**src/hw/hotswap_i2c_pkg.sv**
```systemverilog
/*
  constants, state type and address-pin decode for the i2c/smbus slave port.
  assumes a single 100 MHz core clock; the bus master owns scl.
*/
package hotswap_i2c_pkg;

  // ------------------------------------------------------------
  // register offsets and reset values
  // ------------------------------------------------------------
  localparam logic [7:0] REG_DEVICE_CONTROL = 8'h00;
  localparam logic [7:0] REG_ALERT_ENABLE_MASK = 8'h02;
  localparam logic [7:0] REG_FAULT_RECORD = 8'h04;
  localparam logic [7:0] REG_LIVE_STATUS = 8'h1F;
  localparam logic [7:0] REG_ADC_SNAP_BASE = 8'h40;
  localparam int ADC_SNAP_BYTES = 6;
  localparam int ADC_BITS = 48;
  localparam int CTRL_MASS_WRITE_BIT = 4;
  localparam logic [7:0] CTRL_RESET = 8'h10;
  localparam logic [7:0] MASK_RESET = 8'h00;
  localparam logic [7:0] FAULT_RESET = 8'h00;

  // ------------------------------------------------------------
  // bus addresses
  // ------------------------------------------------------------
  localparam logic [7:0] MASS_WRITE_ADDR = 8'hBE;
  localparam logic [7:0] ALERT_RESPONSE_ADDR = 8'h19;
  localparam logic [1:0] ADDR_HIGH_BITS = 2'b10;

  // ------------------------------------------------------------
  // address-select pins: two bits per pin, pin 2 in the top pair
  // ------------------------------------------------------------
  localparam int ADR_PIN_BITS = 6;
  localparam logic [1:0] PIN_LOW = 2'h0;
  localparam logic [1:0] PIN_HIGH = 2'h1;
  localparam logic [1:0] PIN_OPEN = 2'h2;
  localparam logic [1:0] ADR_SETTLE = 2'h3;
  localparam logic [4:0] ADDR_FALLBACK = 5'h0A;

  typedef enum logic [2:0] {
    ST_IDLE,
    ST_ADDR,
    ST_ACK_ADDR,
    ST_RX,
    ST_ACK_RX,
    ST_TX,
    ST_ACK_TX,
    ST_NEXT_TX
  } i2c_state_t;

  function automatic logic [4:0] decode_addr_select(input logic [5:0] p);
    logic [4:0] a;
    a = ADDR_FALLBACK;
    case (p)
      {PIN_LOW, PIN_OPEN, PIN_LOW}: a = 5'h00;
      {PIN_LOW, PIN_HIGH, PIN_OPEN}: a = 5'h01;
      {PIN_LOW, PIN_OPEN, PIN_OPEN}: a = 5'h02;
      {PIN_LOW, PIN_OPEN, PIN_HIGH}: a = 5'h03;
      {PIN_LOW, PIN_LOW, PIN_LOW}: a = 5'h04;
      {PIN_LOW, PIN_HIGH, PIN_HIGH}: a = 5'h05;
      {PIN_LOW, PIN_LOW, PIN_OPEN}: a = 5'h06;
      {PIN_LOW, PIN_LOW, PIN_HIGH}: a = 5'h07;
      {PIN_OPEN, PIN_OPEN, PIN_LOW}: a = 5'h08;
      {PIN_OPEN, PIN_HIGH, PIN_OPEN}: a = 5'h09;
      {PIN_OPEN, PIN_OPEN, PIN_OPEN}: a = 5'h0A;
      {PIN_OPEN, PIN_OPEN, PIN_HIGH}: a = 5'h0B;
      {PIN_OPEN, PIN_LOW, PIN_LOW}: a = 5'h0C;
      {PIN_OPEN, PIN_HIGH, PIN_HIGH}: a = 5'h0D;
      {PIN_OPEN, PIN_LOW, PIN_OPEN}: a = 5'h0E;
      {PIN_OPEN, PIN_LOW, PIN_HIGH}: a = 5'h0F;
      {PIN_HIGH, PIN_OPEN, PIN_LOW}: a = 5'h10;
      {PIN_HIGH, PIN_HIGH, PIN_OPEN}: a = 5'h11;
      {PIN_HIGH, PIN_OPEN, PIN_OPEN}: a = 5'h12;
      {PIN_HIGH, PIN_OPEN, PIN_HIGH}: a = 5'h13;
      {PIN_HIGH, PIN_LOW, PIN_LOW}: a = 5'h14;
      {PIN_HIGH, PIN_HIGH, PIN_HIGH}: a = 5'h15;
      {PIN_HIGH, PIN_LOW, PIN_OPEN}: a = 5'h16;
      {PIN_HIGH, PIN_LOW, PIN_HIGH}: a = 5'h17;
      {PIN_LOW, PIN_HIGH, PIN_LOW}: a = 5'h18;
      {PIN_OPEN, PIN_HIGH, PIN_LOW}: a = 5'h19;
      {PIN_HIGH, PIN_HIGH, PIN_LOW}: a = 5'h1A;
      default: a = ADDR_FALLBACK;
    endcase
    return a;
  endfunction

endpackage

```
**src/hw/pin_sync2.sv**
```systemverilog
/*
  two-flop synchroniser for a vector of pins.
  assumes each bit is an independent level; no bus coherence is implied.
*/
`timescale 1ns/1ps
module pin_sync2 #(
  parameter int WIDTH = 1,
  parameter logic [WIDTH-1:0] RESET_VALUE = '0
) (
  input wire logic clk_in,
  input wire logic resetn_in,
  input wire logic [WIDTH-1:0] d_in,
  output logic [WIDTH-1:0] q_out
);
  logic [WIDTH-1:0] meta_reg;
  logic [WIDTH-1:0] sync_reg;

  always_ff @(posedge clk_in or negedge resetn_in) begin
    if (!resetn_in) begin
      meta_reg <= RESET_VALUE;
      sync_reg <= RESET_VALUE;
    end else begin
      meta_reg <= d_in;
      sync_reg <= meta_reg;
    end
  end

  assign q_out = sync_reg;
endmodule // pin_sync2

```
**src/hw/hotswap_i2c_smbus_slave_port.sv**
```systemverilog
/*
  i2c/smbus slave port giving a bus master byte access to the monitor
  registers, with mass write, alert response and adc result freezing.
  assumes scl/sda arrive asynchronously and are oversampled by the 100 MHz
  core clock; fault, status and adc inputs come from same-clock logic.
*/
`timescale 1ns/1ps
module hotswap_i2c_smbus_slave_port (
  input wire logic core_clk_in,
  input wire logic resetn_in,
  input wire logic scl_in,
  input wire logic sda_in,
  output logic sda_out,
  output logic sda_oe_out,
  output logic alert_out,
  output logic alert_oe_out,
  input wire logic [hotswap_i2c_pkg::ADR_PIN_BITS-1:0]
    slave_addr_select_pins_in,
  input wire logic [7:0] fault_event_in,
  input wire logic [7:0] status_in,
  input wire logic [hotswap_i2c_pkg::ADC_BITS-1:0] adc_result_in,
  input wire logic adc_valid_in,
  output logic [7:0] device_control_out,
  output logic bus_busy_out
);
  import hotswap_i2c_pkg::*;

  // ------------------------------------------------------------
  // pin sampling and bus condition detection
  // ------------------------------------------------------------
  logic [ADR_PIN_BITS+1:0] pin_sync;
  logic scl_s, sda_s, scl_prev_reg, sda_prev_reg;
  logic scl_rise, scl_fall, start_det, stop_det;

  pin_sync2 #(
    .WIDTH(ADR_PIN_BITS + 2),
    .RESET_VALUE({2'b11, {ADR_PIN_BITS{1'b0}}})
  ) u_pin_sync (
    .clk_in(core_clk_in),
    .resetn_in(resetn_in),
    .d_in({scl_in, sda_in, slave_addr_select_pins_in}),
    .q_out(pin_sync)
  );

  assign scl_s = pin_sync[ADR_PIN_BITS+1];
  assign sda_s = pin_sync[ADR_PIN_BITS];

  always_ff @(posedge core_clk_in or negedge resetn_in) begin
    if (!resetn_in) begin
      scl_prev_reg <= 1'b1;
      sda_prev_reg <= 1'b1;
    end else begin
      scl_prev_reg <= scl_s;
      sda_prev_reg <= sda_s;
    end
  end

  assign scl_rise = scl_s & ~scl_prev_reg;
  assign scl_fall = ~scl_s & scl_prev_reg;
  assign start_det = scl_s & scl_prev_reg & sda_prev_reg & ~sda_s;
  assign stop_det = scl_s & scl_prev_reg & ~sda_prev_reg & sda_s;

  // ------------------------------------------------------------
  // slave address, caught once after reset release
  // ------------------------------------------------------------
  logic [1:0] settle_reg;
  logic [4:0] addr_low_reg;
  logic [6:0] own_addr;

  always_ff @(posedge core_clk_in or negedge resetn_in) begin
    if (!resetn_in) begin
      settle_reg <= 2'h0;
      addr_low_reg <= 5'h00;
    end else if (settle_reg != ADR_SETTLE) begin
      settle_reg <= settle_reg + 2'h1;
      if (settle_reg == ADR_SETTLE - 2'h1) begin
        addr_low_reg <= decode_addr_select(pin_sync[ADR_PIN_BITS-1:0]);
      end
    end
  end

  assign own_addr = {ADDR_HIGH_BITS, addr_low_reg};

  // ------------------------------------------------------------
  // byte engine
  // ------------------------------------------------------------
  i2c_state_t state_reg;
  logic [2:0] bit_cnt_reg;
  logic [7:0] shift_reg, rx_byte, tx_byte, rd_data, ptr_reg;
  logic ack_armed_reg, rw_reg, ara_reg, cmd_phase_reg, sda_oe_reg;
  logic hit_own, hit_mass, hit_ara, addr_done, rx_done, tx_acked;
  logic ara_done, alert_reg;
  logic [7:0] dev_ctrl_reg;

  assign rx_byte = {shift_reg[6:0], sda_s};
  assign addr_done = (state_reg == ST_ADDR) && scl_rise
    && (bit_cnt_reg == 3'h7);
  assign rx_done = (state_reg == ST_RX) && scl_rise && (bit_cnt_reg == 3'h7);
  assign tx_acked = (state_reg == ST_ACK_TX) && scl_rise && !sda_s;
  assign ara_done = (state_reg == ST_ACK_TX) && scl_rise && ara_reg;
  assign tx_byte = ara_reg ? {own_addr, 1'b0} : rd_data;

  always_comb begin
    hit_own = (rx_byte[7:1] == own_addr);
    hit_mass = (rx_byte == MASS_WRITE_ADDR)
      && dev_ctrl_reg[CTRL_MASS_WRITE_BIT];
    hit_ara = (rx_byte == ALERT_RESPONSE_ADDR) && alert_reg;
  end

  always_ff @(posedge core_clk_in or negedge resetn_in) begin
    if (!resetn_in) begin
      state_reg <= ST_IDLE;
      bit_cnt_reg <= 3'h0;
      shift_reg <= 8'h00;
      ack_armed_reg <= 1'b0;
      rw_reg <= 1'b0;
      ara_reg <= 1'b0;
      cmd_phase_reg <= 1'b0;
      sda_oe_reg <= 1'b0;
    end else if (start_det) begin
      state_reg <= ST_ADDR;
      bit_cnt_reg <= 3'h0;
      ack_armed_reg <= 1'b0;
      sda_oe_reg <= 1'b0;
    end else if (stop_det) begin
      state_reg <= ST_IDLE;
      sda_oe_reg <= 1'b0;
    end else begin
      unique case (state_reg)
        ST_IDLE: begin
          sda_oe_reg <= 1'b0;
        end
        ST_ADDR, ST_RX: begin
          if (scl_rise) begin
            shift_reg <= rx_byte;
            bit_cnt_reg <= bit_cnt_reg + 3'h1;
            if (bit_cnt_reg == 3'h7) begin
              if (state_reg == ST_RX) begin
                state_reg <= ST_ACK_RX;
                cmd_phase_reg <= 1'b0;
              end else if (hit_own || hit_mass || hit_ara) begin
                state_reg <= ST_ACK_ADDR;
                rw_reg <= rx_byte[0];
                ara_reg <= hit_ara;
                cmd_phase_reg <= ~rx_byte[0];
              end else begin
                state_reg <= ST_IDLE;
              end
            end
          end
        end
        ST_ACK_ADDR, ST_ACK_RX: begin
          if (scl_fall) begin
            ack_armed_reg <= ~ack_armed_reg;
            bit_cnt_reg <= 3'h0;
            if (!ack_armed_reg) begin
              sda_oe_reg <= 1'b1;
            end else if (state_reg == ST_ACK_ADDR && rw_reg) begin
              state_reg <= ST_TX;
              shift_reg <= tx_byte;
              sda_oe_reg <= ~tx_byte[7];
            end else begin
              state_reg <= ST_RX;
              sda_oe_reg <= 1'b0;
            end
          end
        end
        ST_TX: begin
          if (scl_fall) begin
            if (bit_cnt_reg == 3'h7) begin
              state_reg <= ST_ACK_TX;
              sda_oe_reg <= 1'b0;
            end else begin
              bit_cnt_reg <= bit_cnt_reg + 3'h1;
              shift_reg <= {shift_reg[6:0], 1'b0};
              sda_oe_reg <= ~shift_reg[6];
            end
          end
        end
        ST_ACK_TX: begin
          if (scl_rise) begin
            state_reg <= (tx_acked && !ara_reg) ? ST_NEXT_TX : ST_IDLE;
          end
        end
        ST_NEXT_TX: begin
          if (scl_fall) begin
            state_reg <= ST_TX;
            bit_cnt_reg <= 3'h0;
            shift_reg <= tx_byte;
            sda_oe_reg <= ~tx_byte[7];
          end
        end
      endcase
    end
  end

  // ------------------------------------------------------------
  // register pointer and writable registers
  // ------------------------------------------------------------
  logic wr_en;
  logic [7:0] mask_reg, fault_reg, fault_next;

  assign wr_en = rx_done && !cmd_phase_reg;

  always_ff @(posedge core_clk_in or negedge resetn_in) begin
    if (!resetn_in) begin
      ptr_reg <= 8'h00;
    end else if (rx_done && cmd_phase_reg) begin
      ptr_reg <= rx_byte;
    end else if (wr_en) begin
      ptr_reg <= ptr_reg + 8'h01;
    end else if (tx_acked && !ara_reg) begin
      ptr_reg <= ptr_reg + 8'h01;
    end
  end

  always_ff @(posedge core_clk_in or negedge resetn_in) begin
    if (!resetn_in) begin
      dev_ctrl_reg <= CTRL_RESET;
      mask_reg <= MASK_RESET;
    end else if (wr_en) begin
      if (ptr_reg == REG_DEVICE_CONTROL) begin
        dev_ctrl_reg <= rx_byte;
      end
      if (ptr_reg == REG_ALERT_ENABLE_MASK) begin
        mask_reg <= rx_byte;
      end
    end
  end

  // new fault events win over a software write in the same cycle
  always_comb begin
    fault_next = fault_reg;
    if (wr_en && ptr_reg == REG_FAULT_RECORD) begin
      fault_next = rx_byte;
    end
    fault_next = fault_next | fault_event_in;
  end

  always_ff @(posedge core_clk_in or negedge resetn_in) begin
    if (!resetn_in) begin
      fault_reg <= FAULT_RESET;
    end else begin
      fault_reg <= fault_next;
    end
  end

  // ------------------------------------------------------------
  // adc snapshot, frozen while the bus is busy
  // ------------------------------------------------------------
  logic busy_reg;
  logic [ADC_BITS-1:0] adc_snap_reg;

  always_ff @(posedge core_clk_in or negedge resetn_in) begin
    if (!resetn_in) begin
      busy_reg <= 1'b0;
    end else if (start_det) begin
      busy_reg <= 1'b1;
    end else if (stop_det) begin
      busy_reg <= 1'b0;
    end
  end

  always_ff @(posedge core_clk_in or negedge resetn_in) begin
    if (!resetn_in) begin
      adc_snap_reg <= '0;
    end else if (adc_valid_in && !busy_reg) begin
      adc_snap_reg <= adc_result_in;
    end
  end

  always_comb begin
    rd_data = 8'h00;
    if (ptr_reg == REG_DEVICE_CONTROL) begin
      rd_data = dev_ctrl_reg;
    end else if (ptr_reg == REG_ALERT_ENABLE_MASK) begin
      rd_data = mask_reg;
    end else if (ptr_reg == REG_FAULT_RECORD) begin
      rd_data = fault_reg;
    end else if (ptr_reg == REG_LIVE_STATUS) begin
      rd_data = status_in;
    end
    for (int i = 0; i < ADC_SNAP_BYTES; i++) begin
      if (ptr_reg == REG_ADC_SNAP_BASE + 8'(i)) begin
        rd_data = adc_snap_reg[ADC_BITS-1-8*i -: 8];
      end
    end
  end

  // ------------------------------------------------------------
  // alert line
  // ------------------------------------------------------------
  logic alert_req, pin_low_reg;

  assign alert_req = |(fault_next & ~fault_reg & mask_reg);

  always_ff @(posedge core_clk_in or negedge resetn_in) begin
    if (!resetn_in) begin
      alert_reg <= 1'b0;
      pin_low_reg <= 1'b0;
    end else begin
      pin_low_reg <= 1'b0;
      if (alert_req) begin
        alert_reg <= 1'b1;
      end else if (ara_done) begin
        alert_reg <= 1'b0;
      end
    end
  end

  assign sda_out = pin_low_reg;
  assign sda_oe_out = sda_oe_reg;
  assign alert_out = pin_low_reg;
  assign alert_oe_out = alert_reg;
  assign device_control_out = dev_ctrl_reg;
  assign bus_busy_out = busy_reg;
endmodule // hotswap_i2c_smbus_slave_port

```
**config.mk**
```make
export PLATFORM = sky130hd
export DESIGN_NAME = hotswap_i2c_smbus_slave_port
export DESIGN_NICKNAME = d
export VERILOG_FILES = /design/src/hw/hotswap_i2c_pkg.sv /design/src/hw/pin_sync2.sv /design/src/hw/hotswap_i2c_smbus_slave_port.sv
export SDC_FILE = /design/constraint.sdc
export NUM_CORES = 1
export LEC_CHECK = 0
export BUFFER_PORTS_ARGS = -buffer_cell sky130_fd_sc_hd__buf_2
export CORE_MARGIN = 2
export CORE_UTILIZATION = 50
export CTS_CLUSTER_SIZE = 20
export DETAILED_ROUTE_END_ITERATION = 12
export GPL_TIMING_DRIVEN = 1
export PLACE_DENSITY = 0.7
export SKIP_CTS_REPAIR_TIMING = 1
export SYNTH_ARGS = -nofsm -noshare
export SYNTH_HDL_FRONTEND = slang
export SYNTH_SLANG_ARGS = --single-unit
```
**constraint.sdc**
```tcl
create_clock -name core_clk_in -period 2.5 [get_ports core_clk_in]
set_input_delay 0.25 -clock core_clk_in [delete_from_list [all_inputs] [get_ports core_clk_in]]
set_output_delay 0.25 -clock core_clk_in [all_outputs]
set_load 0.02 [all_outputs]
```
==> summary.md <==
| Metric | Value |
|---|---|
| Chip width | `123 um` |
| Simple-Gate Fraction of Synth Area | `16.9%` |
| Final Hold Fails | `0` |
| Pwr Density | `740 mW/mm2` |
| Die area | `0.0151 mm2` |
| Clock transition at path regs | `70 ps` |
| Final Instance Count excl. Fillers | `1,020` |
| Synth top area cells | `dfrtp_1 42%, mux2_2 10%, a21oi_1 3.1%, nand2_1 3.0%, o21ai_0 2.9%` |
| Routed WL | `20,400 um` |
| Setup TNS | `0 ps` |
| Synth area leader | `dfrtp_1` |
| CTS sink count | `125` |
| Final total power | `0.00631 W` |
| Final setup viols | `0` |
| RePlAce Congestion | `0.958` |
| WP buf/inv | `1` |
| Nets | `914` |
| Fillers | `1,176` |
| Peak VDD IR | `0.000559 V` |
| Post-synth top cells | `118 x dfrtp_1, 63 x mux2_2, 56 x nand2_1, 44 x a21oi_1, 41 x o21ai_0` |
| Post-synthesis cell count | `721` |
| Max Fclk | `423 MHz` |
| Final min period | `2360 ps` |
| Leakage | `3.70 nW` |
| Die H | `123 um` |
| YS warnings | `0` |
| Num ports | `88` |
| CTS tree | `done` |
| Synth top area share | `41.7%` |
| First-pass GRT wire length | `32,500 um` |
| GRT Resource Usage Total | `28.4%` |
| Design Area, Final | `0.00853 mm2` |
| Synth Cell Area | `0.00708 mm2` |
| Initial core utilization | `51.0%` |
| Count of cell types in the netlist | `73` |
| FP Rows | `43` |
| Layout cell share with drive strength beyond 1 | `29.5%` |
| CP Data Required Time | `2810 ps` |
| Gr ovfl total | `0` |
| Synth Flop Type | `dfrtp_1` |
| Root buffer cell | `clkbuf_16` |
| Cts bufs inserted | `17` |
| Cell family contributing the most delay on the critical path | `compound AO/OA/AOI/OAI gates` |
| Final period utilization | `94.6%` |
| H-tree depth | `4` |
| Initial antenna violation count | `0` |
| Data arrival, critical path | `2680 ps` |
| Clock latency on the worst-skew pair | `430 ps` |
| Crit path largest cell delay | `610 ps` |
| Post-synthesis sequential area ratio | `44.3%` |
| HP Class | `input pin to register` |
| Largest net degree at the start of global routing | `62` |
| Worst Skew | `10.9 ps` |
| Fin util | `61.5%` |
| Post-Synth XOR/XNOR Area | `1.86%` |
| Post-DP Area | `0.00785 mm2` |
| Outcome | `complete, no violations` |
| CP startpoint kind | `register` |
| DR DRC count | `0` |
| Max clock buf depth | `2` |
| IO Port Bufs | `85` |
| Max-slew headroom | `52.1%` |
| Largest register FFs | `48` |
| CORE AREA | `0.0139 mm2` |
| Compound-Gate Fraction of Synth Area | `17.9%` |
| Slew @ Worst Pin | `714 ps` |
| Mux cell area share after synthesis | `11.9%` |
| Via/cell ratio | `6.09` |
| Initial DRT Pass Iterations | `5` |
| # diodes | `0` |
| MaxCap Viol Count | `0` |
| Area Growth Syn to Fin | `20.5%` |
| DR vias | `6,211` |
| Slew Limit Fails | `0` |
| Largest family of logic cells by synthesized area | `compound AO/OA/AOI/OAI gates` |
| CP max-delay cell | `dfrtp_1` |
| Routed wire per std cell | `20.0 um` |
| Syn avg cell area | `9.82 um2` |
| DP HPWL | `15,300 um` |
| CP endpoint kind | `register` |
| Post-synth EDFFs | `0` |
| Number of global-route vias before repair | `6,128` |
| Kind of critical path | `register to register` |
| Cells along the critical path | `buf_4, nor3_1, a211oi_2, a211o_1, nor2_1, o32ai_1` |
| CP max FO | `12` |
| Yosys reg bits | `125` |
| Ys async rst share | `100%` |
| Adder-cell share of the synthesized area | `2.12%` |
| Initial DRC Count | `679` |
| Remaining antenna violation count | `0` |
| RSZ-0062 raised after global routing | `false` |
| Most common cell in the netlist | `dfrtp_1` |
| Dpl cells | `977` |
## placed cells by master (no fill, tap or decap), types with 15 or more instances in the layout
cell,instances
dfrtp_1,118
buf_2,84
mux2_2,63
nand2_1,56
buf_4,46
a21oi_1,44
o21ai_0,41
nor2_1,38
inv_1,30
clkbuf_16,17
nor2b_1,16
nand3_1,15
## final timing paths
kind / start / to / slack [ps] / cells after the start
worst max-delay path: state_reg[1]$_DFFE_PN0P_ / state_reg[0]$_DFFE_PN0P_ / 140 / 6
worst min-delay path: fault_event_in[6] / fault_reg[6]$_DFF_PN0_ / 30 / 2
worst max register to register: state_reg[1]$_DFFE_PN0P_ / state_reg[0]$_DFFE_PN0P_ / 140 / 6
worst min register to register: u_pin_sync.meta_reg[2]$_DFF_PN0_ / u_pin_sync.q_out[2]$_DFF_PN0_ / 350 / 0
max in group asynchronous: resetn_in / u_pin_sync.q_out[3]$_DFF_PN0_ / 1400 / 3
min in group asynchronous: resetn_in / adc_snap_reg[47]$_DFFE_PN0P_ / 250 / 2
## final cells by class
cell class	instances	area, um2	share of cell area [%]
clock buffers	17	425	4.99
clock inverters	15	140	1.64
inverters	30	113	1.32
multi-input cells	513	3610	42.4
flip-flops and latches	125	3140	36.8
well taps	180	225	2.64
repair buffers	140	876	10.3
## cells by family (layout without fill, tap and decap cells)
kind of cell,Yosys count,count (layout)
adders and majority gates,12,12
other,1,2
buffers and inverters,84,202
and+or+nand+nor,219,219
AOI/OAI and AO/OA,189,189
xor gates and xnor gates,15,15
muxes,76,76
DFF,125,125
## routing by layer
metal / GRT usage (%) / vias up / wire, um
li1: - / 2865 / -
met1: 38.1 / 3025 / 9040
met2: 44.6 / 271 / 9530
met3: 6.64 / 50 / 1290
met4: 11.2 / 0 / 589
met5: 0 / - / 0
## worst register-to-register path: stages (launching register included)
cell,delay (ps)
dfrtp_1,610
buf_4,240
nor3_1,70
a211oi_2,600
a211o_1,310
nor2_1,70
o32ai_1,340
## metrics by stage
stage	worst slack, ps	hold WS [ps]
final	135	29.7
after global routing	0.422	31.8
after CTS	77.7	-294
after detailed placement	107	167
after global placement	158	157
after floorplan	227	-45.6
## where the power goes
part | switching [W] | internal (W) | total [W]
Clock | 0.00107 | 0.00132 | 0.00239
Sequential | 0.000320 | 0.00241 | 0.00273
Combinational | 0.000612 | 0.000583 | 0.00120
Total | 0.00200 | 0.00431 | 0.00631
No activity file was read; power rests on OpenSTA's default activity.
